==> config.mk <==
export PLATFORM = sky130hd
export DESIGN_NAME = hp_pop_ctrl
export DESIGN_NICKNAME = d
export VERILOG_FILES = /design/src/hp_pkg.sv /design/src/step_timer.sv /design/src/hp_pop_ctrl.sv
export VERILOG_INCLUDE_DIRS = /design/src
export SDC_FILE = /design/constraint.sdc
export NUM_CORES = 1
export LEC_CHECK = 0
export BUFFER_PORTS_ARGS = -buffer_cell sky130_fd_sc_hd__buf_2
export CAP_MARGIN = 20
export CORE_MARGIN = 5
export CORE_UTILIZATION = 60
export CTS_CLUSTER_DIAMETER = 40
export DETAILED_ROUTE_END_ITERATION = 8
export PLACE_DENSITY = 0.81
export SLEW_MARGIN = 20
export SYNTH_ARGS = -nofsm -noshare
export SYNTH_HDL_FRONTEND = slang
export SYNTH_SLANG_ARGS = --single-unit
export TNS_END_PERCENT = 1
==> constraint.sdc <==
create_clock -name system_clock -period 2.41 [get_ports system_clock]
set_clock_uncertainty 0.1 [all_clocks]
set_input_delay 0 -clock system_clock [delete_from_list [all_inputs] [get_ports system_clock]]
set_output_delay 0 -clock system_clock [all_outputs]
set_load 0.05 [all_outputs]
==> src/hp_consts.svh <==
`ifndef HP_CONSTS_SVH
`define HP_CONSTS_SVH

// ==========================================
// register offsets
`define HP_ADDR_PWR1 8'h01
`define HP_ADDR_LINE3 8'h15
`define HP_ADDR_LINE1 8'h16
`define HP_ADDR_LINE2 8'h17
`define HP_ADDR_ANTIPOP2 8'h39
`define HP_ADDR_CPUMP1 8'h4c
`define HP_ADDR_HP0 8'h60

// ==========================================
// field positions
`define HP_BIT_CLAMP 0
`define HP_BIT_MIDBUF 3
`define HP_BIT_OSC 3
`define HP_BIT_LEFT_IN 9
`define HP_BIT_RIGHT_IN 8
`define HP_BIT_CP_EN 15
`define HP_BIT_LEFT_UNSHORT 7
`define HP_BIT_LEFT_OUTP 6
`define HP_BIT_LEFT_MID 5
`define HP_BIT_RIGHT_UNSHORT 3
`define HP_BIT_RIGHT_OUTP 2
`define HP_BIT_RIGHT_MID 1

// ==========================================
// reset values
`define HP_RST_PWR1 16'h0000
`define HP_RST_LINE 16'h0001
`define HP_RST_ANTIPOP2 16'h0008
`define HP_RST_CPUMP1 16'h0000
`define HP_RST_HP0 16'h0000

// ==========================================
// timing
`define HP_CLK_PERIOD_NS 50
`define HP_STEP_UNIT_NS 62500
`define HP_STEP_UNIT_CYC ((`HP_STEP_UNIT_NS + `HP_CLK_PERIOD_NS - 1) / `HP_CLK_PERIOD_NS)
`define HP_STEP_EXTRA_UNITS 8

`endif

==> src/hp_pkg.sv <==
package hp_pkg;

	typedef enum logic {TMR_IDLE, TMR_RUN} tmr_phase_t;

	typedef enum logic {CP_MODE_LOW, CP_MODE_HIGH} cp_mode_t;

	typedef struct packed {
		tmr_phase_t phase;
		logic [20:0] unit_cnt;
		logic [16:0] units_left;
		logic done;
	} tmr_state_t;

	typedef struct packed {
		logic [15:0] pwr1;
		logic [15:0] line3;
		logic [15:0] line1;
		logic [15:0] line2;
		logic [15:0] antipop2;
		logic [15:0] cpump1;
		logic [15:0] hp0;
		logic [15:0] rdata;
		logic [2:0] clamp;
		logic midbuf;
		logic [1:0] in_stage;
		logic [1:0] mid_stage;
		logic [1:0] out_stage;
		logic [1:0] shorted;
		logic cp_run;
		logic cp_clk;
		logic [7:0] div_cnt;
		cp_mode_t cp_mode;
	} ctrl_state_t;

endpackage : hp_pkg

==> src/step_timer.sv <==
`timescale 1ns/1ns
`default_nettype none
`include "hp_consts.svh"

module step_timer #(
	parameter logic [20:0] UNIT_CYCLES = 21'(`HP_STEP_UNIT_CYC)
) (
	input wire logic system_clock,
	input wire logic rst_n,
	input wire logic ce,
	input wire logic start,
	input wire logic [3:0] delay_code,
	output wire logic busy,
	output wire logic done
);

	hp_pkg::tmr_state_t s_q;
	hp_pkg::tmr_state_t s_d;

	function automatic logic [16:0] units_for(input logic [3:0] code);
		units_for = (17'h00001 << code) + 17'(`HP_STEP_EXTRA_UNITS);
	endfunction : units_for

	// ==========================================
	// step timing
	always_comb
	begin
		s_d = s_q;
		s_d.done = 1'b0;
		if (ce)
		begin
			case (s_q.phase)
				hp_pkg::TMR_IDLE:
				begin
					if (start)
					begin
						s_d.phase = hp_pkg::TMR_RUN;
						s_d.unit_cnt = 21'h000000;
						s_d.units_left = units_for(delay_code);
					end
				end
				hp_pkg::TMR_RUN:
				begin
					if (s_q.unit_cnt == UNIT_CYCLES - 21'h000001)
					begin
						s_d.unit_cnt = 21'h000000;
						if (s_q.units_left == 17'h00001)
						begin
							s_d.phase = hp_pkg::TMR_IDLE;
							s_d.done = 1'b1;
						end
						else
							s_d.units_left = s_q.units_left - 17'h00001;
					end
					else
						s_d.unit_cnt = s_q.unit_cnt + 21'h000001;
				end
				default:
					s_d.phase = hp_pkg::TMR_IDLE;
			endcase
		end
		else
			s_d.done = s_q.done;
	end

	always_ff @(posedge system_clock)
	begin
		if (!rst_n)
			s_q <= '0;
		else
			s_q <= s_d;
	end

	assign busy = (s_q.phase == hp_pkg::TMR_RUN);
	assign done = s_q.done;

	// ==========================================
	// checks
	logic [31:0] chk_cnt_q;
	logic [31:0] chk_len_q;

	always_ff @(posedge system_clock)
	begin
		if (!rst_n)
		begin
			chk_cnt_q <= 32'h00000000;
			chk_len_q <= 32'h00000000;
		end
		else if (ce && start && !busy)
		begin
			chk_cnt_q <= 32'h00000000;
			chk_len_q <= 32'(units_for(delay_code)) * 32'(UNIT_CYCLES);
		end
		else if (ce && busy)
			chk_cnt_q <= chk_cnt_q + 32'h00000001;
	end

	property p_step_len;
		@(posedge system_clock) disable iff (!rst_n)
		$rose(done) |-> chk_cnt_q == chk_len_q;
	endproperty
	a_step_len: assert property (p_step_len) else $error("step length wrong");

	cover property (@(posedge system_clock) disable iff (!rst_n) $rose(done));

endmodule : step_timer
`default_nettype wire

==> src/hp_pop_ctrl.sv <==
`timescale 1ns/1ns
`default_nettype none
`include "hp_consts.svh"

module hp_pop_ctrl #(
	parameter logic [20:0] STEP_UNIT_CYCLES = 21'(`HP_STEP_UNIT_CYC),
	parameter logic [7:0] CP_DIV_HALF = 8'h04,
	parameter logic [5:0] CP_VOL_THRESH = 6'h20
) (
	input wire logic system_clock,
	input wire logic rst_n,
	input wire logic ce,
	input wire logic reg_wr,
	input wire logic reg_rd,
	input wire logic [7:0] reg_addr,
	input wire logic [15:0] reg_wdata,
	output wire logic [15:0] reg_rdata,
	input wire logic seq_wr,
	input wire logic [7:0] seq_addr,
	input wire logic [3:0] seq_start_bit,
	input wire logic [2:0] seq_width,
	input wire logic [7:0] seq_data,
	input wire logic [3:0] sequencer_step_delay,
	output wire logic seq_busy,
	output wire logic seq_step_done,
	input wire logic [2:0] input_stage_active,
	input wire logic [5:0] left_hp_volume,
	input wire logic [5:0] right_hp_volume,
	output wire logic [2:0] input_clamp_on,
	output wire logic midrail_buffer_en,
	output wire logic left_hp_input_stage_en,
	output wire logic right_hp_input_stage_en,
	output wire logic left_hp_intermediate_en,
	output wire logic right_hp_intermediate_en,
	output wire logic left_hp_output_stage_en,
	output wire logic right_hp_output_stage_en,
	output wire logic left_hp_shorted,
	output wire logic right_hp_shorted,
	output wire logic charge_pump_run,
	output wire logic charge_pump_clk,
	output wire logic charge_pump_mode_high
);

	hp_pkg::ctrl_state_t s_q;
	hp_pkg::ctrl_state_t s_d;
	logic step_take;
	logic tmr_busy;

	// masked update of one mapped register; unmapped addresses drop the write
	function automatic hp_pkg::ctrl_state_t put_reg(input hp_pkg::ctrl_state_t s,
		input logic [7:0] addr, input logic [15:0] data, input logic [15:0] mask);
		put_reg = s;
		case (addr)
			`HP_ADDR_PWR1: put_reg.pwr1 = (s.pwr1 & ~mask) | (data & mask);
			`HP_ADDR_LINE3: put_reg.line3 = (s.line3 & ~mask) | (data & mask);
			`HP_ADDR_LINE1: put_reg.line1 = (s.line1 & ~mask) | (data & mask);
			`HP_ADDR_LINE2: put_reg.line2 = (s.line2 & ~mask) | (data & mask);
			`HP_ADDR_ANTIPOP2: put_reg.antipop2 = (s.antipop2 & ~mask) | (data & mask);
			`HP_ADDR_CPUMP1: put_reg.cpump1 = (s.cpump1 & ~mask) | (data & mask);
			`HP_ADDR_HP0: put_reg.hp0 = (s.hp0 & ~mask) | (data & mask);
			default: put_reg = s;
		endcase
	endfunction : put_reg

	assign step_take = seq_wr && !tmr_busy;

	// ==========================================
	// register writes and analogue controls
	always_comb
	begin
		logic [15:0] fmask;
		fmask = 16'h0000;
		s_d = s_q;
		if (ce)
		begin
			if (reg_wr)
				s_d = put_reg(s_d, reg_addr, reg_wdata, 16'hffff);
			if (step_take)
			begin
				fmask = 16'((9'h002 << seq_width) - 9'h001) << seq_start_bit;
				s_d = put_reg(s_d, seq_addr, 16'(seq_data) << seq_start_bit, fmask);
			end
			s_d.rdata = s_q.rdata;
			if (reg_rd)
			begin
				case (reg_addr)
					`HP_ADDR_PWR1: s_d.rdata = s_q.pwr1;
					`HP_ADDR_LINE3: s_d.rdata = s_q.line3;
					`HP_ADDR_LINE1: s_d.rdata = s_q.line1;
					`HP_ADDR_LINE2: s_d.rdata = s_q.line2;
					`HP_ADDR_ANTIPOP2: s_d.rdata = s_q.antipop2;
					`HP_ADDR_CPUMP1: s_d.rdata = s_q.cpump1;
					`HP_ADDR_HP0: s_d.rdata = s_q.hp0;
					default: s_d.rdata = 16'h0000;
				endcase
			end
			// clamp only while the stage is off
			s_d.clamp[0] = s_d.line1[`HP_BIT_CLAMP] & ~input_stage_active[0];
			s_d.clamp[1] = s_d.line2[`HP_BIT_CLAMP] & ~input_stage_active[1];
			s_d.clamp[2] = s_d.line3[`HP_BIT_CLAMP] & ~input_stage_active[2];
			s_d.midbuf = s_d.antipop2[`HP_BIT_MIDBUF];
			s_d.in_stage = {s_d.pwr1[`HP_BIT_LEFT_IN], s_d.pwr1[`HP_BIT_RIGHT_IN]};
			s_d.mid_stage = {s_d.hp0[`HP_BIT_LEFT_MID], s_d.hp0[`HP_BIT_RIGHT_MID]};
			s_d.out_stage = {s_d.hp0[`HP_BIT_LEFT_OUTP], s_d.hp0[`HP_BIT_RIGHT_OUTP]};
			s_d.shorted = ~{s_d.hp0[`HP_BIT_LEFT_UNSHORT], s_d.hp0[`HP_BIT_RIGHT_UNSHORT]};
			// pump needs its enable and a running oscillator
			s_d.cp_run = s_d.cpump1[`HP_BIT_CP_EN] & s_d.pwr1[`HP_BIT_OSC];
			// pump clock divided from system clock
			if (!s_d.cp_run)
			begin
				s_d.div_cnt = 8'h00;
				s_d.cp_clk = 1'b0;
			end
			else if (s_q.div_cnt >= CP_DIV_HALF - 8'h01)
			begin
				s_d.div_cnt = 8'h00;
				s_d.cp_clk = ~s_q.cp_clk;
			end
			else
				s_d.div_cnt = s_q.div_cnt + 8'h01;
			if (left_hp_volume >= CP_VOL_THRESH || right_hp_volume >= CP_VOL_THRESH)
				s_d.cp_mode = hp_pkg::CP_MODE_HIGH;
			else
				s_d.cp_mode = hp_pkg::CP_MODE_LOW;
		end
	end

	always_ff @(posedge system_clock)
	begin
		if (!rst_n)
		begin
			s_q <= '0;
			s_q.pwr1 <= `HP_RST_PWR1;
			s_q.line1 <= `HP_RST_LINE;
			s_q.line2 <= `HP_RST_LINE;
			s_q.line3 <= `HP_RST_LINE;
			s_q.antipop2 <= `HP_RST_ANTIPOP2;
			s_q.cpump1 <= `HP_RST_CPUMP1;
			s_q.hp0 <= `HP_RST_HP0;
			s_q.clamp <= 3'h7;
			s_q.midbuf <= 1'b1;
			s_q.shorted <= 2'h3;
		end
		else
			s_q <= s_d;
	end

	// ==========================================
	// sequencer step timing
	step_timer #(
		.UNIT_CYCLES(STEP_UNIT_CYCLES)
	) u_step_timer (
		.system_clock(system_clock),
		.rst_n(rst_n),
		.ce(ce),
		.start(step_take),
		.delay_code(sequencer_step_delay),
		.busy(tmr_busy),
		.done(seq_step_done)
	);

	assign seq_busy = tmr_busy;
	assign reg_rdata = s_q.rdata;
	assign input_clamp_on = s_q.clamp;
	assign midrail_buffer_en = s_q.midbuf;
	assign left_hp_input_stage_en = s_q.in_stage[1];
	assign right_hp_input_stage_en = s_q.in_stage[0];
	assign left_hp_intermediate_en = s_q.mid_stage[1];
	assign right_hp_intermediate_en = s_q.mid_stage[0];
	assign left_hp_output_stage_en = s_q.out_stage[1];
	assign right_hp_output_stage_en = s_q.out_stage[0];
	assign left_hp_shorted = s_q.shorted[1];
	assign right_hp_shorted = s_q.shorted[0];
	assign charge_pump_run = s_q.cp_run;
	assign charge_pump_clk = s_q.cp_clk;
	assign charge_pump_mode_high = (s_q.cp_mode == hp_pkg::CP_MODE_HIGH);

	// ==========================================
	// checks
	logic host_only;
	assign host_only = ce && reg_wr && !seq_wr;

	property p_clamp_reset;
		@(posedge system_clock) disable iff (!rst_n)
		$rose(rst_n) |-> input_clamp_on == 3'h7;
	endproperty
	a_clamp_reset: assert property (p_clamp_reset) else $error("clamps not set after reset");

	property p_midbuf;
		@(posedge system_clock) disable iff (!rst_n)
		host_only && reg_addr == `HP_ADDR_ANTIPOP2
		|=> midrail_buffer_en == $past(reg_wdata[`HP_BIT_MIDBUF]);
	endproperty
	a_midbuf: assert property (p_midbuf) else $error("midrail buffer wrong");

	property p_clamp_stage;
		@(posedge system_clock) disable iff (!rst_n)
		ce ##1 input_clamp_on[0] |-> !$past(input_stage_active[0]);
	endproperty
	a_clamp_stage: assert property (p_clamp_stage) else $error("clamp on active input");

	property p_short_hold;
		@(posedge system_clock) disable iff (!rst_n)
		host_only && reg_addr == `HP_ADDR_HP0 && !reg_wdata[`HP_BIT_LEFT_UNSHORT]
		|=> left_hp_shorted;
	endproperty
	a_short_hold: assert property (p_short_hold) else $error("left short released");

	property p_in_stage;
		@(posedge system_clock) disable iff (!rst_n)
		host_only && reg_addr == `HP_ADDR_PWR1 |=> left_hp_input_stage_en ==
			$past(reg_wdata[`HP_BIT_LEFT_IN]) && right_hp_input_stage_en ==
			$past(reg_wdata[`HP_BIT_RIGHT_IN]);
	endproperty
	a_in_stage: assert property (p_in_stage) else $error("input stage enable wrong");

	property p_cp_off;
		@(posedge system_clock) disable iff (!rst_n)
		host_only && reg_addr == `HP_ADDR_CPUMP1 && !reg_wdata[`HP_BIT_CP_EN]
		|=> !charge_pump_run;
	endproperty
	a_cp_off: assert property (p_cp_off) else $error("pump runs while disabled");

	property p_cp_mode;
		@(posedge system_clock) disable iff (!rst_n)
		ce && (left_hp_volume >= CP_VOL_THRESH) |=> charge_pump_mode_high;
	endproperty
	a_cp_mode: assert property (p_cp_mode) else $error("pump mode ignores volume");

	property p_cp_clk;
		@(posedge system_clock) disable iff (!rst_n)
		!charge_pump_run |-> !charge_pump_clk;
	endproperty
	a_cp_clk: assert property (p_cp_clk) else $error("pump clock while stopped");

	property p_seq_write;
		@(posedge system_clock) disable iff (!rst_n)
		ce && step_take && !reg_wr && seq_addr == `HP_ADDR_HP0 && seq_start_bit == 4'h0
		&& seq_width == 3'h7 |=> left_hp_output_stage_en == $past(seq_data[6]);
	endproperty
	a_seq_write: assert property (p_seq_write) else $error("sequencer write lost");

	cover property (@(posedge system_clock) disable iff (!rst_n) $fell(left_hp_shorted));
	cover property (@(posedge system_clock) disable iff (!rst_n) $rose(charge_pump_run));
	cover property (@(posedge system_clock) disable iff (!rst_n) $fell(input_clamp_on[0]));

endmodule : hp_pop_ctrl
`default_nettype wire

== Word-level counts from Yosys, hierarchy flattened ==
Index checks and enable logic that the tools add are counted.

* Bits in registers: 191
* Logic and storage cells: 117
* Input bits: 72

* Shift-type cells: 4
* Magnitude comparators: 3
* Eq/ne operators: 19
* Reductions and logical operators: 6
* Mux-type cells: 32
* Add/subtract/negate cells: 5
* Bitwise operators: 26

{| class="wikitable"
|+ Operators by type and width
! kind !! number
|-
| $mux 151 || 4
|-
| $mux 16 || 14
|-
| $and 16x16->16 || 8
|-
| $or 16x16->16 || 7
|-
| $pmux 16 s7 || 1
|-
| $pmux 39 s2 || 1
|-
| $eq 8x5->1 const B || 6
|-
| $mux 39 || 1
|-
| $eq 8x7->1 const B || 4
|-
| $add 21x1->21 const B || 1
|-
| $eq 21x11->1 const B || 1
|-
| $mux 21 || 1
|-
| $mux 18 || 1
|-
| $add 17x4->17 const B || 1
|-
| $eq 17x1->1 const B || 1
|-
| $mux 17 || 1
|-
| $shl 1x4->17 const A || 1
|-
| $sub 17x1->17 const B || 1
|-
| $eq 8x1->1 const B || 2
|-
| $eq 8x6->1 const B || 2
|-
| $not 16->16 || 1
|-
| $shl 16x4->16 || 1
|-
| $shl 2x3->16 const A || 1
|-
| $shl 8x4->16 || 1
|-
| other kinds (16) || 32
|}

== Logic depth before layout (Yosys ltp) ==
* Depth in word-level cells: 11
* Gate-level depth with buffers: 10
* Gate-level depth less buffers: 8

== Hierarchy ==
Synthesis repeated with hierarchy kept, for this count alone.

* Cell total of the unflattened synthesis: 1434
* Area, all modules: 12094.1 sq um

{| class="wikitable"
|+ Modules (own cells, without submodules)
! module !! cells each !! times used !! area an instance (sq um)
|-
| hp_pop_ctrl || 1130 || 1 || 9591.7
|-
| step_timer || 304 || 1 || 2502.4
|}

== Worst setup path after synthesis ==
Ideal clock, no wire load.

* Kind: register -> register
* Start: register u_step_timer.s_q, in the netlist u_step_timer.busy
* End: register s_q[110] (netlist bit)
* Required time: 2.193 ns
* Slack: -0.030 ns
* Arrival time: 2.222 ns
* Path buffers: 4
* Cell stages (with the launch flop): 10
* Setup time: 0.117 ns
* Cells stage by stage: dfxtp_1 -> buf_2 -> nor3b_1 -> buf_4 -> nand4_1 -> nand2b_1 -> clkbuf_1 -> clkbuf_1 -> o21ai_0 -> a32o_1

* Longest elaborated chain between the ends: 4

{| class="wikitable"
|+ RTL lines
! item !! RTL line !! text
|-
| start, declared || step_timer.sv:17 || <nowiki>hp_pkg::tmr_state_t s_q;</nowiki>
|-
| start signal, assigned || step_timer.sv:69 || <nowiki>s_q <= '0;</nowiki>
|-
| start signal, assigned || step_timer.sv:71 || <nowiki>s_q <= s_d;</nowiki>
|-
| $logic_not 1->1 || n/a ||
|-
| $logic_and 1x1->1 || hp_pop_ctrl.sv:65 || <nowiki>assign step_take = seq_wr && !tmr_busy;</nowiki>
|-
| $mux 151 || hp_pop_ctrl.sv:78 || <nowiki>if (step_take)</nowiki>
|-
| $mux 151 || hp_pop_ctrl.sv:74 || <nowiki>if (ce)</nowiki>
|-
| end, declared || hp_pop_ctrl.sv:44 || <nowiki>hp_pkg::ctrl_state_t s_q;</nowiki>
|}

Every way passes these cells. The select of a mux whose other input is x is not followed.
A chain may end at the register's enable or synchronous reset.

== Worst setup path after layout ==
* Start: register u_step_timer.s_q[19] (netlist bit)
* End: register u_step_timer.s_q[6] (netlist bit)

* Longest elaborated chain between the ends: 3

{| class="wikitable"
|+ RTL lines
! item !! RTL line !! text
|-
| $eq 21x11->1 || step_timer.sv:44 || <nowiki>if (s_q.unit_cnt == UNIT_CYCLES - 21'h000001)</nowiki>
|-
| $ne 2x2->1 (no source line) || n/a ||
|-
| $reduce_and 4->1 (no source line) || n/a ||
|}

Every way passes these cells.

==> out/results.tsv <==
stage	metric	value	unit
placement	dp_hpwl	27500	um
sta	final.min_clock_period	2.41	ns
power	p_leak	0.00566	uW
cells_and_area	fillers	1614	
power	report.power.total	7100	uW
cells_and_area	fin_nets	1649	
die	die_w	152	um
synth	synth_edf_count	0	
sta	maxSlewHeadroom	33.0	%
synth	syn_nets	1559	
setup_path	r2r-end	u_step_timer.s_q[6]	
die	rows	52	
setup_path	critical_path_class	flip-flop to flip-flop	
synth	yosys_register_bits	184	
power	p_per_area	510	nW/um2
setup_path	worstPathMaxFanout	14	
die	die_area	23200	um2
sta	tightest_slew	0.995	ns
synth	yosysSeqAreaShare	30.4	%
synth	async_flop_share	0	%
setup_path	crit_top_cell	o21a_1	
route	wl_per_cell	22.2	um
route	dr.pass1.iters	8	
sta	hold_viol	0	
setup_path	startpoint	u_step_timer.s_q[19]	
worst_hold_path	hold_start	reg_wdata[0]	
route	drc	0	
route	routed-via-count	12900	
clock_tree	path_clk_slew	0.07	ns
global_route	grt_pass1_vias	11900	
placement	gp_congestion	0.931	
global_route	groute.usage.overall	33.4	%
synth	yosys.cell_types.count	87	
job	drv_cap	0	
setup_path	cp.arrival	2.65	ns
die	top_level_ports	105	
outcome	run_status	completed	
clock_tree	cts_root_buf	clkbuf_16	
clock_tree	clock_path_buffers	2	
clock_tree	cts.htree.levels	4	
cells_and_area	area.growth.synth_to_final	14.9	%
global_route	overflow	0	
sta	timing.setup.tns	0	ns
synth	ys.flop_type	dfxtp_1	
clock_tree	cts.sinks	184	
cells_and_area	layout.cells.non_filler	1854	
global_route	grt_max_degree	63	
sta	setup_viol	0	
setup_path	crit_end	u_step_timer.s_q[6]	
setup_path	reg2regPathDepth	8	
setup_path	critPathMaxStageDelay	0.48	ns
sta	rsz0062_at_grt	yes	
setup_path	cp_slowest_cell	or3_4	
setup_path	end_kind	flip-flop	
route	finalWirelength	41100	um
sta	max_freq	415	MHz
sta	whs	0.0162	ns
setup_path	worstSetupStartpointType	flip-flop	
synth	synthCells	1481	
setup_path	reg2reg_slack	0.001	ns
route	ant_nets	0	
global_route	grt_pass1_wl	63300	um
placement	io_buffers	94	
die	die_h	152	um
synth	syn_area	12100	um2
clock_tree	cts_tree	yes	
cells_and_area	diodes	0	
cells_and_area	multiInputGateArea	7780	um2
synth	syn_avg_cell_area	8.19	um2
placement	dp.cells	1797	
worst_hold_path	hold_class	primary input to flip-flop	
sta	slew_violations	0	
die	core-area	20000	um2
clock_tree	cts_buffers	17	
route	routed_via_density	6.94	
synth	ys_warn_count	0	
setup_path	path_cells	inv_1 -> ha_1 -> nor4b_2 -> nand4_1 -> o21a_1 -> or3_4 -> o21a_1 -> o21a_1	
die	start_util	60.5	%
cells_and_area	seqCellArea	3680	um2
setup_path	cp.required	2.65	ns
global_route	antenna_found_initial	0	
route	drt_iter0_drc	1571	
clock_tree	clock_latency	0.45	ns
setup_path	timing.rr.start	u_step_timer.s_q[19]	
cells_and_area	drive_above_1_share	18.3	%
power	vdd_drop_max	467	uV
sta	min_period_over_period	99.9	%
-- power breakdown --
| group | internal (uW) | switching [uW] |
|---|---|---|
| clock network | 1670 | 1300 |
| registers | 3070 | 25.7 |
| logic | 350 | 681 |
-- per-layer routing --
layer | vias up | global-route usage [%] | share of wire [%]
li1 | 5740 | - | -
met1 | 6049 | 42.7 | 38
met2 | 872 | 51.7 | 44
met3 | 211 | 7.04 | 11
met4 | 0 | 20.7 | 6.9
met5 | - | 0 | 0
-- cells by family after synthesis --
| group | after synthesis | synth area share [%] |
|---|---|---|
| AO/OA/AOI/OAI | 481 | 28.3 |
| buffers and inverters | 156 | 6.11 |
| adder cells (fa/ha/maj) | 6 | 0.619 |
| multiplexers | 146 | 12.8 |
| XOR/XNOR | 18 | 1.30 |
| flip-flops | 184 | 30.4 |
| AND/OR/NAND/NOR | 490 | 20.5 |
-- state kept, by name, indices dropped and copies added (netlist names) --
signal and count:
charge_pump_run 1, left_hp_shorted 1, charge_pump_mode_high 1, right_hp_shorted 1
u_step_timer.s_q 38, u_step_timer.busy 1, input_clamp_on 3, s_q 120
reg_rdata 16, u_step_timer.done 1, charge_pump_clk 1
-- placed cells by master (no fill, tap or decap), drive strengths merged, types with 7 or more instances in the layout --
cell	synthesis	layout
dfxtp	184	184
buf	67	185
a221oi	18	18
nor3	16	16
nor4	18	18
nand2	133	133
mux2	24	24
o31ai	7	7
or3	12	12
mux2i	117	117
o311ai	23	23
and3	9	9
nor2b	29	29
a31oi	21	21
a21oi	63	63
and4	8	8
a22oi	17	17
nand3	48	48
a211oi	11	11
o21a	15	15
inv	17	21
dlygate4sd3	0	24
nand2b	7	7
a21boi	43	43
a221o	9	9
and2	17	17
a21o	19	19
o22ai	7	7
nand4	18	18
xor2	12	12
nor2	141	141
a22o	27	27
clkbuf	71	19
a32o	43	43
o21ai	118	118
-- how the worst min path moves through the flow --
stage | depth (start not counted) | slack, ns | endpoint
global placement | 2 | 0.1 | input_clamp_on[1]
CTS | 4 | 0.02 | u_step_timer.s_q[16]
global route | 3 | 0.03 | s_q[87]
detailed placement | 2 | 0.11 | input_clamp_on[1]
floorplan | 1 | 0.01 | input_clamp_on[1]
finish | 5 | 0.02 | s_q[87]
-- Yosys cell counts (16+ instances only) --
| library cell | number | area share (%) |
|---|---|---|
| a21boi_0 | 25 | 1.5 |
| nor2b_1 | 29 | 1.5 |
| clkbuf_1 | 71 | 2.2 |
| nand3_1 | 45 | 1.9 |
| a31oi_1 | 21 | 1.1 |
| mux2_2 | 24 | 2.2 |
| inv_1 | 16 | 0.50 |
| nand4_1 | 16 | 0.83 |
| a221oi_1 | 18 | 1.3 |
| dfxtp_1 | 184 | 30 |
| nor2_1 | 140 | 4.3 |
| a21o_1 | 19 | 1.2 |
| a22oi_1 | 16 | 0.99 |
| nand2_1 | 133 | 4.1 |
| buf_2 | 37 | 1.5 |
| mux2i_1 | 117 | 9.7 |
| a32o_1 | 43 | 3.5 |
| a21oi_1 | 62 | 2.6 |
| buf_4 | 21 | 1.3 |
| a22o_1 | 27 | 1.9 |
| o311ai_0 | 22 | 1.6 |
| nor4_1 | 16 | 0.83 |
| nor3_1 | 16 | 0.66 |
| o21ai_0 | 105 | 4.3 |
-- through the flow --
step / util [%] / worst slack [ns] / area [um2]
CTS: 69.3 / 0.0440 / 13900
global placement: 65.0 / 0.110 / 13000
floorplan: - / 0.0963 / 12100
global route: 69.5 / -0.0960 / 13900
detailed placement: 65.0 / 0.0571 / 13000
finish: 69.5 / 0.00125 / 13900
-- repair_timing --
item                                   4_1_cts  5_1_grt
setup buffers                                1        0
resized for setup                            1       13
endpoints found under the hold margin       75        0
setup endpoints to repair                    7       15
hold buffers                                24        0
pin swaps                                    1        2
-- final cells by class --
type	count	area share (%)
Tap cell	270	2.42
Clock inverter	13	1.20
Inverter	18	0.485
Clock buffer	19	3.18
Timing Repair Buffer	209	10.4
Sequential cell	184	26.4
Multi-Input combinational cell	1141	55.9
-- critical path, delay by kind of cell, from the launching register on --
family / cells / cell delay [ns]
buffers and inverters: 1 / 0.09
adder cells (fa/ha/maj): 1 / 0.16
AO/OA/AOI/OAI: 3 / 0.69
AND/OR/NAND/NOR: 3 / 0.95
flip-flops: 1 / 0.34
No activity file was read; power rests on OpenSTA's default activity.
